File: config.mk
export PLATFORM = sky130hd
export DESIGN_NAME = tw_waveform_ctrl
export DESIGN_NICKNAME = d
export VERILOG_FILES = /design/src/design/tw_pkg.sv /design/src/design/tw_waveform_ctrl.sv
export VERILOG_INCLUDE_DIRS = /design/src /design/src/design
export SDC_FILE = /design/constraint.sdc
export NUM_CORES = 1
export LEC_CHECK = 0
export BUFFER_PORTS_ARGS = -buffer_cell sky130_fd_sc_hd__buf_2
export CAP_MARGIN = 25
export CORE_ASPECT_RATIO = 1.2
export CORE_MARGIN = 1.5
export CORE_UTILIZATION = 60
export CTS_CLUSTER_DIAMETER = 80
export DETAILED_ROUTE_END_ITERATION = 6
export PLACE_DENSITY = 0.79
export SLEW_MARGIN = 20
export SYNTH_ARGS = -nofsm -noshare
export SYNTH_HDL_FRONTEND = slang
export SYNTH_SLANG_ARGS = --single-unit
File: constraint.sdc
create_clock -name sys_clk -period 6 [get_ports sys_clk]
set_input_delay 0.6 -clock sys_clk [delete_from_list [all_inputs] [get_ports sys_clk]]
set_output_delay 0.6 -clock sys_clk [all_outputs]
set_load 0.005 [all_outputs]
File: src/design/tw_regs.svh
`ifndef TW_REGS_SVH
`define TW_REGS_SVH
// ************************************************************
// register byte addresses on the apb bus
// ************************************************************
`define TW_ADDR_CTRLA 12'h080
`define TW_ADDR_CTRLB 12'h084
`define TW_ADDR_CMPA  12'h088
`define TW_ADDR_CMPB  12'h08C
`define TW_ADDR_CAPT  12'h090
`define TW_ADDR_CNT   12'h094
`define TW_ADDR_STAT  12'h098
`define TW_ADDR_MASK  12'h09C
// ************************************************************
// field positions and reset values
// ************************************************************
`define TW_COMA_HI    7
`define TW_COMB_HI    5
`define TW_WGML_HI    1
`define TW_WGMH_HI    4
`define TW_CS_HI      2
`define TW_CTRLA_WMASK 8'hF3
`define TW_RST8       8'h00
`define TW_RST16      16'h0000
`define TW_ST_OVF     0
`define TW_ST_MTA     1
`define TW_ST_MTB     2
// ************************************************************
// counter limits and prescaler taps
// ************************************************************
`define TW_BOTTOM     16'h0000
`define TW_MAX        16'hFFFF
`define TW_TOP8       16'h00FF
`define TW_TOP9       16'h01FF
`define TW_TOP10      16'h03FF
`define TW_ONE16      16'h0001
`define TW_PS_ONE     10'h001
`define TW_PS_DIV8    10'h007
`define TW_PS_DIV64   10'h03F
`define TW_PS_DIV256  10'h0FF
`define TW_PS_DIV1024 10'h3FF
`endif

File: src/design/tw_pkg.sv
`default_nettype none
package tw_pkg;
    // counting family selected by the waveform mode
    typedef enum logic [2:0] {
        TW_NORMAL   = 3'h0,
        TW_CLRMATCH = 3'h1,
        TW_FAST     = 3'h3,
        TW_PC       = 3'h2,
        TW_PFC      = 3'h6,
        TW_RSV      = 3'h7
    } tw_kind_t;
    // tick source select encoding
    typedef enum logic [2:0] {
        TW_CS_STOP = 3'h0, TW_CS_DIV1 = 3'h1, TW_CS_DIV8 = 3'h2, TW_CS_DIV64 = 3'h3,
        TW_CS_DIV256 = 3'h4, TW_CS_DIV1024 = 3'h5, TW_CS_EXTF = 3'h6, TW_CS_EXTR = 3'h7
    } tw_tick_sel_t;
    // per channel output mode
    typedef enum logic [1:0] {
        TW_COM_OFF = 2'h0, TW_COM_TOG = 2'h1, TW_COM_CLR = 2'h2, TW_COM_SET = 2'h3
    } tw_com_t;
endpackage
`default_nettype wire

File: src/design/tw_waveform_ctrl.sv
// Register access over APB was left to the implementer.
`include "tw_regs.svh"
`default_nettype none
// Operation
// - everything runs on sys_clk; the timer tick is a one-cycle enable
// - phase and frequency correct mode loads compare values from buffers at BOTTOM
// - control A: chan A mode 7:6, chan B mode 5:4, mode low 1:0, 3:2 zero
// - a nonzero channel output mode hands the pin to the compare output, except toggle where it is not supported and any mode in mode 13
// - non-PWM modes: 00 off, 01 toggle, 10 clear, 11 set on match
// - fast PWM toggle mode works on channel A only in modes 14 and 15
// - fast PWM: 10 clears on match sets at BOTTOM, 11 the inverse
// - fast PWM: match at TOP ignored with upper mode bit, BOTTOM action kept
// - dual-slope toggle mode works on channel A only in modes 9 and 11
// - dual-slope: 10 clears on up-count match, sets on down-count match; 11 inverse
// - four-bit waveform mode from control A low bits and control B high bits
// - modes 0, 4, 12: TOP max, compare A, capture; immediate update, flag at MAX
// - modes 1 to 3: phase correct fixed TOP, update at TOP, flag at BOTTOM
// - fast PWM modes update at TOP and raise overflow at TOP, on the same tick
// - modes 8 to 11: dual slope, TOP from capture or compare A
// - tick from stop, divide by 1, 8, 64, 256, 1024 or pin edge
module tw_waveform_ctrl (
    // clock and reset
    input  wire logic        sys_clk,
    input  wire logic        sys_rst,
    // apb slave
    input  wire logic        psel,
    input  wire logic        penable,
    input  wire logic        pwrite,
    input  wire logic [11:0] paddr,
    input  wire logic [31:0] pwdata,
    output logic      [31:0] prdata,
    output logic             pready,
    output logic             pslverr,
    // external tick pin
    input  wire logic        extTickPin,
    // compare outputs towards the port pins
    output logic             compareOutA,
    output logic             compareOutB,
    output logic             compareEnA,
    output logic             compareEnB,
    // interrupt
    output logic             irq
);
    import tw_pkg::*;

    // ************************************************************
    // declarations
    // ************************************************************
    logic [7:0]   ctrlA_q;
    logic [4:0]   ctrlB_q;
    logic [15:0]  capture_q;
    logic [15:0]  count_q;
    logic         countUp_q;
    logic         blockMatch_q;
    logic [2:0]   status_q;
    logic [2:0]   mask_q;
    logic [9:0]   presc_q;
    logic [2:0]   pinSync_q;
    logic         pinStable_q;
    logic [31:0]  prdata_q;
    logic         pready_q;
    logic         pslverr_q;
    logic         irq_q;
    logic [3:0]   waveMode;
    tw_kind_t     kind;
    tw_tick_sel_t tickSel;
    logic [15:0]  topVal;
    logic [15:0]  fixedTop;
    logic         dual;
    logic         fast;
    logic         nonPwm;
    logic         immediate;
    logic         atTop;
    logic         atBottom;
    logic         tick;
    logic         pinRise;
    logic         pinFall;
    logic         updEv;
    logic         ovfEv;
    logic [1:0]   matchSet;
    logic         apbSetup;
    logic         apbWrite;
    logic         apbRead;
    logic         mapped;
    logic [31:0]  rdMux;
    logic [2:0]   clrBits;

    // ************************************************************
    // mode decode
    // ************************************************************
    // mode bits are split across the two control registers
    assign waveMode = {ctrlB_q[`TW_WGMH_HI -: 2], ctrlA_q[`TW_WGML_HI -: 2]};
    assign tickSel  = tw_tick_sel_t'(ctrlB_q[`TW_CS_HI -: 3]);

    // fixed tops share the low two mode bits in both fixed families
    always_comb begin
        unique case (waveMode[1:0])
            2'h1:    fixedTop = `TW_TOP8;
            2'h2:    fixedTop = `TW_TOP9;
            2'h3:    fixedTop = `TW_TOP10;
            default: fixedTop = `TW_MAX;
        endcase
    end

    // family and top source; compare A as top is the active, buffered copy
    always_comb begin
        unique case (waveMode)
            4'h0:                   begin kind = TW_NORMAL; topVal = `TW_MAX;    end
            4'h1, 4'h2, 4'h3:       begin kind = TW_PC;     topVal = fixedTop;   end
            4'h4:                   begin kind = TW_CLRMATCH; topVal = chan[0].cmp_q; end
            4'h5, 4'h6, 4'h7:       begin kind = TW_FAST;   topVal = fixedTop;   end
            4'h8:                   begin kind = TW_PFC;    topVal = capture_q;  end
            4'h9:                   begin kind = TW_PFC;    topVal = chan[0].cmp_q; end
            4'hA:                   begin kind = TW_PC;     topVal = capture_q;  end
            4'hB:                   begin kind = TW_PC;     topVal = chan[0].cmp_q; end
            4'hC:                   begin kind = TW_CLRMATCH; topVal = capture_q;  end
            4'hD:                   begin kind = TW_RSV;    topVal = `TW_MAX;    end
            4'hE:                   begin kind = TW_FAST;   topVal = capture_q;  end
            4'hF:                   begin kind = TW_FAST;   topVal = chan[0].cmp_q; end
        endcase
    end

    assign dual      = (kind == TW_PC) || (kind == TW_PFC);
    assign fast      = (kind == TW_FAST);
    assign nonPwm    = (kind == TW_NORMAL) || (kind == TW_CLRMATCH);
    assign immediate = nonPwm || (kind == TW_RSV);
    assign atTop     = (count_q == topVal);
    assign atBottom  = (count_q == `TW_BOTTOM);

    // ************************************************************
    // tick generation
    // ************************************************************
    // prescaler runs only while a source is chosen, so ticks restart in phase
    always_ff @(posedge sys_clk) begin
        if (sys_rst || tickSel == TW_CS_STOP) begin
            presc_q <= 10'h000;
        end else begin
            presc_q <= presc_q + `TW_PS_ONE;
        end
    end

    // pin sampler: the first stage feeds only the second
    always_ff @(posedge sys_clk) begin
        if (sys_rst) begin
            pinSync_q   <= 3'h0;
            pinStable_q <= 1'b0;
        end else begin
            pinSync_q <= {pinSync_q[1:0], extTickPin};
            if (pinSync_q[1] == pinSync_q[2]) begin
                pinStable_q <= pinSync_q[2];
            end
        end
    end

    assign pinRise = (pinSync_q[1] == pinSync_q[2]) && pinSync_q[2] && !pinStable_q;
    assign pinFall = (pinSync_q[1] == pinSync_q[2]) && !pinSync_q[2] && pinStable_q;

    // tick is a clock enable, never a clock
    always_comb begin
        unique case (tickSel)
            TW_CS_STOP:    tick = 1'b0;
            TW_CS_DIV1:    tick = 1'b1;
            TW_CS_DIV8:    tick = (presc_q & `TW_PS_DIV8) == `TW_PS_DIV8;
            TW_CS_DIV64:   tick = (presc_q & `TW_PS_DIV64) == `TW_PS_DIV64;
            TW_CS_DIV256:  tick = (presc_q & `TW_PS_DIV256) == `TW_PS_DIV256;
            TW_CS_DIV1024: tick = presc_q == `TW_PS_DIV1024;
            TW_CS_EXTF:    tick = pinFall;
            TW_CS_EXTR:    tick = pinRise;
        endcase
    end

    // ************************************************************
    // counter
    // ************************************************************
    // dual slope turns at TOP and BOTTOM; single slope wraps to BOTTOM at TOP
    always_ff @(posedge sys_clk) begin
        if (sys_rst) begin
            count_q   <= `TW_RST16;
            countUp_q <= 1'b1;
        end else if (apbWrite && paddr == `TW_ADDR_CNT) begin
            count_q <= pwdata[15:0];
        end else if (tick) begin
            if (!dual) begin
                countUp_q <= 1'b1;
                count_q   <= atTop ? `TW_BOTTOM : count_q + `TW_ONE16;
            end else if (countUp_q) begin
                countUp_q <= !atTop;
                count_q   <= atTop ? count_q - `TW_ONE16 : count_q + `TW_ONE16;
            end else begin
                countUp_q <= atBottom;
                count_q   <= atBottom ? count_q + `TW_ONE16 : count_q - `TW_ONE16;
            end
        end
    end

    // a software write to the counter hides the match on the next tick
    always_ff @(posedge sys_clk) begin
        if (sys_rst) begin
            blockMatch_q <= 1'b0;
        end else if (apbWrite && paddr == `TW_ADDR_CNT) begin
            blockMatch_q <= 1'b1;
        end else if (tick) begin
            blockMatch_q <= 1'b0;
        end
    end

    // buffer load point and overflow point per family
    always_comb begin
        updEv = 1'b0;
        ovfEv = 1'b0;
        if (tick) begin
            unique case (kind)
                TW_PC: begin
                    updEv = atTop && countUp_q;
                    ovfEv = atBottom && !countUp_q;
                end
                TW_PFC: begin
                    updEv = atBottom && !countUp_q;
                    ovfEv = atBottom && !countUp_q;
                end
                TW_FAST: begin
                    updEv = atTop;
                    ovfEv = atTop;
                end
                TW_NORMAL, TW_CLRMATCH, TW_RSV: begin
                    ovfEv = (count_q == `TW_MAX);
                end
            endcase
        end
    end

    // ************************************************************
    // compare channels
    // ************************************************************
    for (genvar i = 0; i < 2; i++) begin : chan
        localparam int          HI   = (i == 0) ? `TW_COMA_HI : `TW_COMB_HI;
        localparam logic [11:0] ADDR = (i == 0) ? `TW_ADDR_CMPA : `TW_ADDR_CMPB;
        tw_com_t     com;
        logic [15:0] buf_q;
        logic [15:0] cmp_q;
        logic        pend_q;
        logic        dirUp_q;
        logic        oc_q;
        logic        en_q;
        logic        apply;
        logic        ignore;
        logic        togOk;

        assign com    = tw_com_t'(ctrlA_q[HI -: 2]);
        // toggle in pwm families exists only on channel A, in modes 9, 11, 14 and 15
        assign togOk  = (i == 0) && ((fast && waveMode[3:1] == 3'h7)
                        || (dual && waveMode[3] && waveMode[0]));
        assign apply  = tick && pend_q;
        assign ignore = fast && com[1] && (cmp_q == topVal);

        // software writes always land in the buffer
        always_ff @(posedge sys_clk) begin
            if (sys_rst) begin
                buf_q <= `TW_RST16;
            end else if (apbWrite && paddr == ADDR) begin
                buf_q <= pwdata[15:0];
            end
        end

        // active copy follows the buffer at the family's update point
        always_ff @(posedge sys_clk) begin
            if (sys_rst) begin
                cmp_q <= `TW_RST16;
            end else if (immediate || updEv) begin
                cmp_q <= buf_q;
            end
        end

        // equality seen on one tick is acted on at the next tick
        always_ff @(posedge sys_clk) begin
            if (sys_rst) begin
                pend_q  <= 1'b0;
                dirUp_q <= 1'b0;
            end else if (tick) begin
                pend_q  <= (count_q == cmp_q) && !blockMatch_q;
                dirUp_q <= countUp_q;
            end
        end

        // waveform register; in fast pwm the BOTTOM action is written last so it wins
        always_ff @(posedge sys_clk) begin
            if (sys_rst) begin
                oc_q <= 1'b0;
            end else if (com == TW_COM_TOG) begin
                if (apply && (nonPwm || togOk)) begin
                    oc_q <= !oc_q;
                end
            end else if (com[1]) begin
                if (nonPwm) begin
                    if (apply) begin
                        oc_q <= com[0];
                    end
                end else if (fast) begin
                    if (apply && !ignore) begin
                        oc_q <= com[0];
                    end
                    if (tick && atTop) begin
                        oc_q <= !com[0];
                    end
                end else if (dual && apply) begin
                    oc_q <= dirUp_q ? com[0] : !com[0];
                end
            end
        end

        // pin takeover; the pin driver itself also needs its direction bit
        always_ff @(posedge sys_clk) begin
            if (sys_rst) begin
                en_q <= 1'b0;
            end else begin
                en_q <= (com != TW_COM_OFF) && (nonPwm || togOk
                        || (com[1] && kind != TW_RSV));
            end
        end
    end

    assign matchSet    = {chan[1].apply, chan[0].apply};
    assign compareOutA = chan[0].oc_q;
    assign compareOutB = chan[1].oc_q;
    assign compareEnA  = chan[0].en_q;
    assign compareEnB  = chan[1].en_q;

    // ************************************************************
    // apb slave
    // ************************************************************
    assign apbSetup = psel && !penable;
    assign apbWrite = psel && penable && pready_q && pwrite;
    assign apbRead  = psel && penable && pready_q && !pwrite;

    // read data is captured in the setup cycle so the port comes from a flop
    always_comb begin
        rdMux  = 32'h0000_0000;
        mapped = 1'b1;
        unique case (paddr)
            `TW_ADDR_CTRLA: rdMux[7:0]  = ctrlA_q;
            `TW_ADDR_CTRLB: rdMux[4:0]  = ctrlB_q;
            `TW_ADDR_CMPA:  rdMux[15:0] = chan[0].cmp_q;
            `TW_ADDR_CMPB:  rdMux[15:0] = chan[1].cmp_q;
            `TW_ADDR_CAPT:  rdMux[15:0] = capture_q;
            `TW_ADDR_CNT:   rdMux[15:0] = count_q;
            `TW_ADDR_STAT:  rdMux[2:0]  = status_q;
            `TW_ADDR_MASK:  rdMux[2:0]  = mask_q;
            default:        mapped      = 1'b0;
        endcase
    end

    // one wait-free access phase: pready rises the cycle after setup
    always_ff @(posedge sys_clk) begin
        if (sys_rst) begin
            pready_q  <= 1'b0;
            pslverr_q <= 1'b0;
            prdata_q  <= 32'h0000_0000;
        end else begin
            pready_q <= apbSetup;
            if (apbSetup) begin
                pslverr_q <= !mapped;
                prdata_q  <= pwrite ? 32'h0000_0000 : rdMux;
            end
        end
    end

    // control and capture registers; bits 3:2 of control A stay zero
    always_ff @(posedge sys_clk) begin
        if (sys_rst) begin
            ctrlA_q   <= `TW_RST8;
            ctrlB_q   <= 5'h00;
            capture_q <= `TW_RST16;
            mask_q    <= 3'h0;
        end else if (apbWrite) begin
            if (paddr == `TW_ADDR_CTRLA) ctrlA_q <= pwdata[7:0] & `TW_CTRLA_WMASK;
            if (paddr == `TW_ADDR_CTRLB) ctrlB_q <= pwdata[4:0];
            if (paddr == `TW_ADDR_CAPT) capture_q <= pwdata[15:0];
            if (paddr == `TW_ADDR_MASK) mask_q <= pwdata[2:0];
        end
    end

    // ************************************************************
    // status and interrupt
    // ************************************************************
    // only bits that were actually returned are cleared, and a new set wins
    assign clrBits = (apbRead && paddr == `TW_ADDR_STAT) ? prdata_q[2:0] : 3'h0;

    always_ff @(posedge sys_clk) begin
        if (sys_rst) begin
            status_q <= 3'h0;
        end else begin
            status_q <= (status_q & ~clrBits) | {matchSet, ovfEv};
        end
    end

    always_ff @(posedge sys_clk) begin
        if (sys_rst) begin
            irq_q <= 1'b0;
        end else begin
            irq_q <= |(status_q & mask_q);
        end
    end

    assign prdata  = prdata_q;
    assign pready  = pready_q;
    assign pslverr = pslverr_q;
    assign irq     = irq_q;
endmodule
`default_nettype wire

==> impl_metrics.py, run 1 <==
metrics = {
    "worst_setup_path": {
        "reg2reg_slack_ns": 1.04,
        "arrival_ns": 5.32,
        "critPathRequiredTime_ns": 6.36,
        "setup.worst_path.start": "ctrlA_q[1]",
        "crit_type": "reg -> reg",
        "r2r-start": "ctrlA_q[1]",
        "endpoint_kind": "flip-flop",
        "start_kind": "flip-flop",
        "worstPathMaxFanout": 18,
    },
    "sta": {
        "slew_viol_final": 0,
        "skew_ns": 0.0212,
        "worst_pin_slew_ns": 0.974,
        "setup-tns-final_ns": 0,
        "post-route-period-util_pct": 82.7,
        "rsz0062_at_grt": "no",
        "maxSlewHeadroom_pct": 35.0,
        "period_minus_slack_ns": 4.96,
        "fmax_ghz": 0.201,
        "fin_ws_ns": 1.04,
        "hold_viol_final": 0,
        "finalSetupViolCount": 0,
    },
    "power_and_ir_drop": {
        "cellPowerDensity_nw_per_um2": 208,
        "leakagePower_uw": 0.00391,
        "vdd_ir_drop_max_mv": 0.202,
    },
    "die": {
        "die_h_um": 143,
        "initial_core_util_pct": 61.8,
        "die_area_um2": 17000,
        "rows": 50,
        "dieWidth_um": 119,
        "io-pin-count": 89,
        "fp.coreArea_um2": 15800,
    },
    "synthesis": {
        "synth_ff_type": "dfxtp_1",
        "syn_area_per_cell_um2": 7.46,
        "synth_edf_count": 0,
        "ys_ff_latch": 155,
        "netlist.area_leader.share_pct": 31.9,
        "synth_top_cell_by_area": "dfxtp_1",
        "async_reset_ff_share_pct": 0,
        "synth_area_leaders": "dfxtp_1 (32%), nand2_1 (7.4%), a21oi_1 (7.3%)",
        "yosysWarnings": 0,
        "synthCells": 1306,
        "synthDistinctLibCells": 81,
        "syn_area_um2": 9740,
        "yosysSeqAreaShare_pct": 31.9,
    },
    "grt": {
        "grt_pass1_vias": 9552,
        "overflow": 0,
        "grt_use_total_pct": 42.2,
        "grt_pass1_wl_um": 54400,
        "grt_antenna_before_repair": 0,
        "grt_max_degree": 73,
    },
    "finish": {
        "layout-drive-gt1-share_pct": 10.9,
        "nFillCells": 1387,
        "area_growth_pct": 9.11,
        "n_antenna_cell": 0,
        "num-nets-final": 1367,
    },
    "routing": {
        "drc": 0,
        "drt-initial-drc-count": 1618,
        "ant_nets": 0,
        "firstDrtPassIters": 6,
        "vias_per_cell": 6.92,
        "vias": 10546,
        "totalWireLength_um": 36300,
        "wire_per_inst_um": 23.8,
    },
    "clock_network": {
        "cts_hold_buf": 0,
        "post_cts_buffers": 0,
        "htree_levels": 4,
        "cts_sinks": 155,
        "ctsResizeCount": 0,
        "path_clk_slew_ns": 0.07,
        "clock_latency_ns": 0.44,
        "numCtsBuffers": 17,
        "cts_tree": "done",
        "clock_path_buffers": 2,
        "root_buffer": "clkbuf_16",
    },
    "hold_path": {
        "worstHoldStart": "extTickPin",
        "min_path_type": "in -> reg",
    },
    "status": {
        "status": "complete, no violations",
    },
    "placed_design": {
        "pre_cts_ws_ns": 1.18,
        "gp_congestion": 1.07,
        "dpl.hpwl_um": 25900,
        "io_buffer_count": 56,
    },
    "job": {
        "cap_viol_max_count": 0,
    },
}
-- critical path: stages (launching register included) --
cell	delay, ns
dfxtp_1	0.47
inv_1	0.13
ha_1	0.35
nor2b_1	0.26
o21ai_1	0.47
nand2_1	0.35
a221oi_2	0.50
xnor2_1	0.19
nor4b_4	0.45
nand3_2	0.50
buf_4	0.37
o41a_1	0.31
a221o_1	0.36
a211oi_2	0.18
-- layout by cell type, fill, tap and decap left out, drive strengths merged, types with 24 or more instances in the layout --
cell type | Yosys | routed
mux2i | 25 | 25
nor4 | 24 | 24
o21ai | 83 | 83
xor2 | 48 | 48
nor2 | 92 | 92
nand4 | 44 | 44
a21oi | 143 | 143
inv | 28 | 35
buf | 38 | 80
nand2 | 192 | 192
dfxtp | 155 | 155
nor3 | 36 | 36
nand3 | 53 | 53
-- cell families after synthesis --
kind of cell | count (synthesis) | share of synthesized area (%)
flip-flops | 155 | 31.9
other | 1 | 0.0385
multiplexers | 29 | 3.03
AO/OA/AOI/OAI | 372 | 24.4
AND/OR/NAND/NOR | 524 | 26.4
buffers and inverters | 143 | 6.45
XOR/XNOR | 70 | 6.29
adder cells (fa/ha/maj) | 12 | 1.54
-- final cells by class --
type / instances / area (um^2) / area share (%)
Clock buffer: 18 / 439 / 4.13
Inverter: 28 / 105 / 0.989
Sequential cell: 155 / 3100 / 29.2
Tap cell: 208 / 260 / 2.45
Timing Repair Buffer: 80 / 490 / 4.62
Clock inverter: 13 / 134 / 1.26
Multi-Input combinational cell: 1023 / 6100 / 57.4
-- power by group --
group | leakage, uW | switching, uW | internal [uW]
registers | 0.00125 | 7.02 | 1030
clock network | 0.000283 | 478 | 593
logic | 0.00238 | 71.0 | 32.6
total | 0.00391 | 556 | 1660
-- through the flow --
stage / hold WS (ns) / instance area, um^2 / power, uW / cells / utilization [%]
4_1_cts: 0.391 / 10600 / 2200 / 1525 / 67.4
3_3_place_gp: 0.437 / 9990 / 1160 / 1491 / 63.4
3_5_place_dp: 0.428 / 10100 / 1160 / 1494 / 63.8
5_1_grt: 0.411 / 10600 / 2250 / 1525 / 67.4
2_1_floorplan: 0.414 / 9800 / 1130 / 1321 / -
6_report: 0.386 / 10600 / 2210 / 1525 / 67.4
-- path summary, 6_finish.rpt --
| kind | depth (start not counted) | endpoint |
|---|---|---|
| worst max-delay path | 13 | count_q[2] |
| worst min register to register | 1 | pinSync_q[1] |
| worst min-delay path | 2 | pinSync_q[0] |
| worst max register to register | 13 | count_q[2] |
-- routing by layer --
| metal | wire length (um) | global-route usage (%) | vias up |
|---|---|---|---|
| li1 | - | - | 4735 |
| met1 | 13700 | 53.7 | 4911 |
| met2 | 16200 | 66.4 | 719 |
| met3 | 3760 | 7.01 | 181 |
| met4 | 2650 | 27.6 | 0 |
| met5 | 0 | 0 | - |
-- cells in the mapped netlist (14+ instances only) --
cell      number
nand2_1      192
dfxtp_1      155
a21oi_1      143
nor2_1        91
o21ai_0       78
clkbuf_1      77
nand3_1       51
xor2_1        48
nand4_1       43
nor3_1        35
inv_1         28
mux2i_1       25
nor4_1        23
xnor2_1       22
and3_1        20
buf_4         17
or3_1         14
-- sequential cells by signal, summed over array words and instances, names as in the netlist, 5 cells and up --
| register | count |
|---|---|
| prdata | 16 |
| capture_q | 16 |
| presc_q | 10 |
| chan.cmp_q | 32 |
| ctrlA_q | 6 |
| ctrlB_q | 5 |
| count_q | 16 |
| chan.buf_q | 32 |
Note: power is estimated with default switching activity, not from simulation.
==> run 2: changes to the inputs <==
- CORE_UTILIZATION: 60 -> 55
- PLACE_DENSITY: 0.79 -> 0.77
- clock period: 6 -> 4.35 ns (I/O delays scaled with it)
==> run 2 against run 1 <==
  * The flow now finishes with violations (DRC)
  * Worst hold slack got worse by 0.17 ns
  * Total power rose by 44%
  * Register-to-register slack lost 0.74 ns
  * Clock power up 50%
  * Critical endpoint is now chan[0].cmp_q[1]
==> impl_metrics.py, run 2 (synthesized netlist as in run 1, its figures left out) <==
metrics = {
    "die": {
        "initial_core_util_pct": 55.9,
        "rows": 53,
        "die_area_um2": 18500,
        "fp.coreArea_um2": 17400,
        "io-pin-count": 89,
        "dieWidth_um": 124,
        "die_h_um": 149,
    },
    "routing": {
        "vias_per_cell": 6.81,
        "drt-initial-drc-count": 1649,
        "vias": 10704,
        "ant_nets": 0,
        "firstDrtPassIters": 7,
        "totalWireLength_um": 37000,
        "drc": 1,
        "wire_per_inst_um": 23.5,
    },
    "sta": {
        "hold_viol_final": 0,
        "slew_viol_final": 0,
        "setup-tns-final_ns": 0,
        "fin_ws_ns": 0.299,
        "maxSlewHeadroom_pct": 39.3,
        "worst_pin_slew_ns": 0.902,
        "finalSetupViolCount": 0,
        "period_minus_slack_ns": 4.05,
        "skew_ns": 0.0153,
        "rsz0062_at_grt": "no",
        "fmax_ghz": 0.247,
        "post-route-period-util_pct": 93.1,
    },
    "clock_network": {
        "ctsResizeCount": 0,
        "cts_tree": "done",
        "cts_sinks": 155,
        "cts_hold_buf": 0,
        "clock_path_buffers": 2,
        "numCtsBuffers": 17,
        "path_clk_slew_ns": 0.08,
        "htree_levels": 4,
        "root_buffer": "clkbuf_16",
        "post_cts_buffers": 0,
        "clock_latency_ns": 0.43,
    },
    "power_and_ir_drop": {
        "leakagePower_uw": 0.00412,
        "p_seq_share_pct": 44.7,
        "switching_share_pct": 24.8,
        "power_frac_clock_pct": 50.5,
        "vdd_ir_drop_max_mv": 0.321,
        "power_frac_comb_pct": 4.8,
        "p_int_uw": 2400,
        "p_total_uw": 3190,
        "cellPowerDensity_nw_per_um2": 291,
        "p_switching_uw": 792,
    },
    "grt": {
        "grt_use_total_pct": 39.0,
        "grt_pass1_wl_um": 55900,
        "grt_max_degree": 82,
        "grt_pass1_vias": 9676,
        "overflow": 0,
        "grt_antenna_before_repair": 0,
    },
    "worst_setup_path": {
        "crit_type": "reg -> reg",
        "arrival_ns": 4.40,
        "critPathRequiredTime_ns": 4.70,
        "worstPathMaxFanout": 32,
        "start_kind": "flip-flop",
        "endpoint_kind": "flip-flop",
        "reg2regPathDepth": 14,
    },
    "finish": {
        "n_antenna_cell": 0,
        "mostFrequentLayoutCell": "nand2_1",
        "area_growth_pct": 12.5,
        "num-nets-final": 1401,
        "top_regs": "chan.buf_q: 32 flops, chan.cmp_q: 32 flops",
        "fin_util_pct": 62.8,
        "layout-drive-gt1-share_pct": 13.2,
        "final_cell_mix": "nand2_1 (192), dfxtp_1 (155), a21oi_1 (143), nor2_1 (91), o21ai_0 (78)",
    },
    "placed_design": {
        "dpl.hpwl_um": 26200,
        "io_buffer_count": 56,
        "gp_congestion": 1.03,
        "pre_cts_ws_ns": 0.262,
    },
    "hold_path": {
        "min_path_type": "in -> reg",
        "holdPathStages": 2,
    },
    "status": {
        "violations": "DRC",
        "status": "complete, but fails checks",
    },
    "job": {
        "cap_viol_max_count": 0,
    },
}
[run 2: final timing paths]
| check | slack [ns] | start | end |
|---|---|---|---|
| min reg2reg | 0.43 | pinSync_q[0] | pinSync_q[1] |
| max reg2reg | 0.30 | ctrlA_q[1] | chan[0].cmp_q[1] |
| max | 0.30 | ctrlA_q[1] | chan[0].cmp_q[1] |
| min | 0.21 | extTickPin | pinSync_q[0] |
[run 2: area by class of cell]
type	count	area, um^2
Fill cell	1558	6480
Multi-Input combinational cell	1023	6100
Sequential cell	155	3100
Timing Repair Buffer	114	743
Clock buffer	17	425
Tap cell	220	275
Clock inverter	15	204
Inverter	28	105
[run 2: metrics by stage]
stage | hold slack (ns) | instances | area [um^2]
final | 0.213 | 1572 | 11000
after global routing | 0.222 | 1572 | 11000
after CTS | 0.212 | 1572 | 10900
after detailed placement | 0.428 | 1540 | 10300
after global placement | 0.417 | 1540 | 10300
after floorplan | 0.414 | 1321 | 9800
[run 2: power groups by stage]
stage	logic (uW)	clock network (uW)	registers, uW
floorplan	96.0	0	1460
CTS	146	1610	1420
detailed placement	146	0	1460
global placement	145	0	1460
global route	161	1670	1420
finish	152	1610	1420
[run 2: per-layer routing]
metal | vias to the layer above | GRT usage [%] | share of wire (%)
met5 | - | 0 | 0
met2 | 770 | 62.6 | 45
met4 | 0 | 25.2 | 7.4
li1 | 4796 | - | -
met1 | 4959 | 48.8 | 37
met3 | 179 | 6.42 | 11
[run 2: worst max-delay path, stage by stage (launching register included)]
cell and delay (ns):
dfxtp_1 0.47, inv_1 0.13, ha_1 0.28, or2_1 0.34, a311oi_2 0.42, nand3_1 0.27, o21ai_0 0.30, and4b_1 0.28
nor4b_4 0.27, buf_4 0.18, and4_1 0.19, o211a_1 0.15, buf_4 0.32, o21ai_0 0.16, a21oi_1 0.19
==> run 3: changes to the inputs <==
- ABC_AREA: not set -> 1
==> run 3 against run 2 <==
  * The run now ends clean
  * Clock skew down 0.0023 ns
  * Largest power group unchanged
  * Combinational power is 35% lower
  * Highest routed layer unchanged
  * Routed wire length decreased by 6.6%
  * Worst hold slack improved by 0.00075 ns
  * Critical endpoint is now chan[0].cmp_q[15]
  * Flip-flop and latch count unchanged
  * Synthesized cell count grew 18%
==> impl_metrics.py, run 3 <==
metrics = {
    "status": {
        "status": "complete, no violations",
    },
    "worst_setup_path": {
        "path_delay_family": "simple AND/OR/NAND/NOR gates",
        "cpMostUsedCell": "nand2_1",
        "worstPathMaxFanout": 36,
        "worstPathCellList": "inv_1, ha_1, nand3_2, inv_2, nor2_8, nand2_2, nand3_1, nand2_1, nand2_1, nor2_1, nand2_1, nor2_2, nand4_1, nand3_2, nand2_4, buf_12, a21oi_1, nor2_1",
        "reg2regPathDepth": 18,
        "crit_buf_inv": 3,
        "arrival_ns": 4.09,
        "slowest_delay_ns": 0.44,
        "critPathRequiredTime_ns": 4.68,
        "r2r-start": "ctrlA_q[1]",
        "start_kind": "flip-flop",
        "r2r_end": "chan[0].cmp_q[15]",
        "crit_type": "reg -> reg",
        "crit_cells": 18,
        "endpoint_kind": "flip-flop",
        "reg2reg_slack_ns": 0.59,
        "slowest_stage": "nand2_2",
    },
    "clock_network": {
        "numCtsBuffers": 17,
        "path_clk_slew_ns": 0.07,
        "cts_sinks": 155,
        "cts_hold_buf": 0,
        "ctsResizeCount": 0,
        "cts_tree": "done",
        "root_buffer": "clkbuf_16",
        "clock_latency_ns": 0.44,
        "htree_levels": 4,
        "post_cts_buffers": 0,
        "clock_path_buffers": 2,
    },
    "die": {
        "dieWidth_um": 126,
        "initial_core_util_pct": 56.4,
        "die_area_um2": 18800,
        "io-pin-count": 89,
        "rows": 53,
        "fp.coreArea_um2": 17600,
        "die_h_um": 150,
    },
    "synthesis": {
        "async_reset_ff_share_pct": 0,
        "syn_area_per_cell_um2": 6.41,
        "synthCells": 1546,
        "synth_edf_count": 0,
        "synth_xor_area_share_pct": 3.62,
        "synth_top_family_by_area": "simple AND/OR/NAND/NOR gates",
        "synth_compound_area_share_pct": 18.0,
        "synth_top_cell_by_area": "dfxtp_1",
        "synth_ff_type": "dfxtp_1",
        "yosys.area_share.simple_pct": 34.0,
        "ys_ff_latch": 155,
        "synthDistinctLibCells": 50,
        "yosysMostFrequentCell": "nand2_1",
        "syn_area_um2": 9910,
        "synth_area_leaders": "dfxtp_1 (31%), nand2_1 (12%), a21oi_1 (7.2%)",
        "yosysSeqAreaShare_pct": 31.3,
        "synthAdderAreaFrac_pct": 1.51,
        "netlist.area_leader.share_pct": 31.3,
        "yosysWarnings": 0,
        "muxShareOfSynthArea_pct": 0,
        "synthTopCellsByCount": "nand2_1 (308), nor2_1 (181), inv_1 (164), dfxtp_1 (155), a21oi_1 (142)",
    },
    "sta": {
        "setup-tns-final_ns": 0,
        "finalSetupViolCount": 0,
        "worst_pin_slew_ns": 1.03,
        "fin_ws_ns": 0.591,
        "post-route-period-util_pct": 86.4,
        "maxSlewHeadroom_pct": 31.0,
        "holdWs_ns": 0.213,
        "hold_viol_final": 0,
        "period_minus_slack_ns": 3.76,
        "rsz0062_at_grt": "no",
        "skew_ns": 0.0130,
        "fmax_ghz": 0.266,
        "slew_viol_final": 0,
    },
    "power_and_ir_drop": {
        "p_int_uw": 2250,
        "power_frac_comb_pct": 3.3,
        "p_switching_uw": 723,
        "cellPowerDensity_nw_per_um2": 275,
        "switching_share_pct": 24.3,
        "leakagePower_uw": 0.00436,
        "vdd_ir_drop_max_mv": 0.272,
        "p_seq_share_pct": 47.7,
        "power_frac_clock_pct": 48.9,
    },
    "finish": {
        "fin_util_pct": 61.6,
        "nFillCells": 1698,
        "layout-drive-gt1-share_pct": 10.1,
        "top_regs": "chan.buf_q: 32 flops, chan.cmp_q: 32 flops",
        "n_antenna_cell": 0,
        "num-nets-final": 1636,
        "final_cell_mix": "nand2_1 (308), nor2_1 (179), inv_1 (164), dfxtp_1 (155), a21oi_1 (142)",
        "mostFrequentLayoutCell": "nand2_1",
        "area_growth_pct": 9.23,
    },
    "hold_path": {
        "worstHoldEndpoint": "pinSync_q[0]",
        "holdPathStages": 3,
        "worstHoldStart": "extTickPin",
        "min_path_type": "in -> reg",
    },
    "routing": {
        "ant_nets": 0,
        "drt-initial-drc-count": 1216,
        "drc": 0,
        "vias_per_cell": 5.99,
        "vias": 10816,
        "wire_per_inst_um": 19.1,
        "firstDrtPassIters": 6,
        "totalWireLength_um": 34500,
    },
    "grt": {
        "grt_max_degree": 66,
        "grt_antenna_before_repair": 0,
        "grt_pass1_vias": 9849,
        "grt_pass1_wl_um": 53800,
        "overflow": 0,
        "grt_use_total_pct": 36.8,
    },
    "placed_design": {
        "pre_cts_ws_ns": 0.694,
        "io_buffer_count": 56,
        "gp_congestion": 1.07,
        "dpl.hpwl_um": 25300,
    },
    "job": {
        "cap_viol_max_count": 0,
    },
}
==> run 3: cell count changes in the layout (fill, tap and decap cells not counted), sizes merged, moves of 18 or more <==
| cell | delta |
|---|---|
| nor2 | +96 |
| mux2i | -25 |
| inv | +140 |
| o22ai | +35 |
| buf | -35 |
| nor4 | -18 |
| and3 | -19 |
| nand3 | +100 |
| nand2 | +126 |
| xnor2 | -18 |
==> run 3: kinds of logic after synthesis <==
| kind of cell | count (synthesis) |
|---|---|
| AND/OR/NAND/NOR | 749 |
| AO/OA/AOI/OAI | 320 |
| buffers and inverters | 268 |
| flip-flops | 155 |
| XOR/XNOR | 41 |
| adder cells (fa/ha/maj) | 12 |
| other | 1 |
==> run 3: layout make-up <==
| class | count | area (um^2) | area share [%] |
|---|---|---|---|
| multi-input cells | 1138 | 5730 | 53.0 |
| flip-flops and latches | 155 | 3100 | 28.7 |
| inverters | 183 | 689 | 6.37 |
| repair buffers | 79 | 463 | 4.28 |
| clock buffers | 21 | 450 | 4.16 |
| well taps | 220 | 275 | 2.54 |
| clock inverters | 11 | 113 | 1.04 |
==> run 3: metal layers <==
metal	part of all wire, %	routed length [um]	track usage, %	vias up
met3	10	3610	7.83	110
met4	5.0	1730	20.7	0
met2	44	15200	55.9	559
li1	-	-	-	5177
met5	0	0	0	-
met1	41	14100	48.5	4970
==> run 3: worst register-to-register path, stage by stage (launching register included) <==
cell and delay (ns):
dfxtp_1 0.33, inv_1 0.22, ha_1 0.35, nand3_2 0.16
inv_2 0.16, nor2_8 0.07, nand2_2 0.44, nand3_1 0.28
nand2_1 0.12, nand2_1 0.08, nor2_1 0.14, nand2_1 0.08
nor2_2 0.24, nand4_1 0.15, nand3_2 0.11, nand2_4 0.19
buf_12 0.27, a21oi_1 0.18, nor2_1 0.07
==> run 3: how the worst max path moves through the flow <==
| stage | slack, ns | start | end |
|---|---|---|---|
| after CTS | 0.67 | ctrlA_q[1] | chan[0].cmp_q[15] |
| after global routing | 0.30 | ctrlA_q[0] | count_q[9] |
| after floorplan | 1.71 | ctrlA_q[0] | chan[0].cmp_q[0] |
| after global placement | 0.80 | ctrlA_q[1] | chan[1].cmp_q[11] |
| after detailed placement | 0.69 | ctrlA_q[1] | chan[0].cmp_q[15] |
| final | 0.59 | ctrlA_q[1] | chan[0].cmp_q[15] |
==> run 3: power groups by stage <==
stage	clock network [uW]	logic, uW	registers, uW
after floorplan	0	55.6	1450
after global placement	0	94.1	1450
after detailed placement	0	95.2	1450
after CTS	1470	95.5	1420
after global routing	1530	107	1420
final	1460	98.5	1420
==> run 3: stage by stage <==
| stage | std cells | total power [uW] | area [um^2] |
|---|---|---|---|
| 2_1_floorplan | 1561 | 1510 | 9970 |
| 3_3_place_gp | 1774 | 1550 | 10300 |
| 4_1_cts | 1807 | 2980 | 10800 |
| 5_1_grt | 1807 | 3060 | 10800 |
| 6_report | 1807 | 2980 | 10800 |
| 3_5_place_dp | 1775 | 1550 | 10300 |
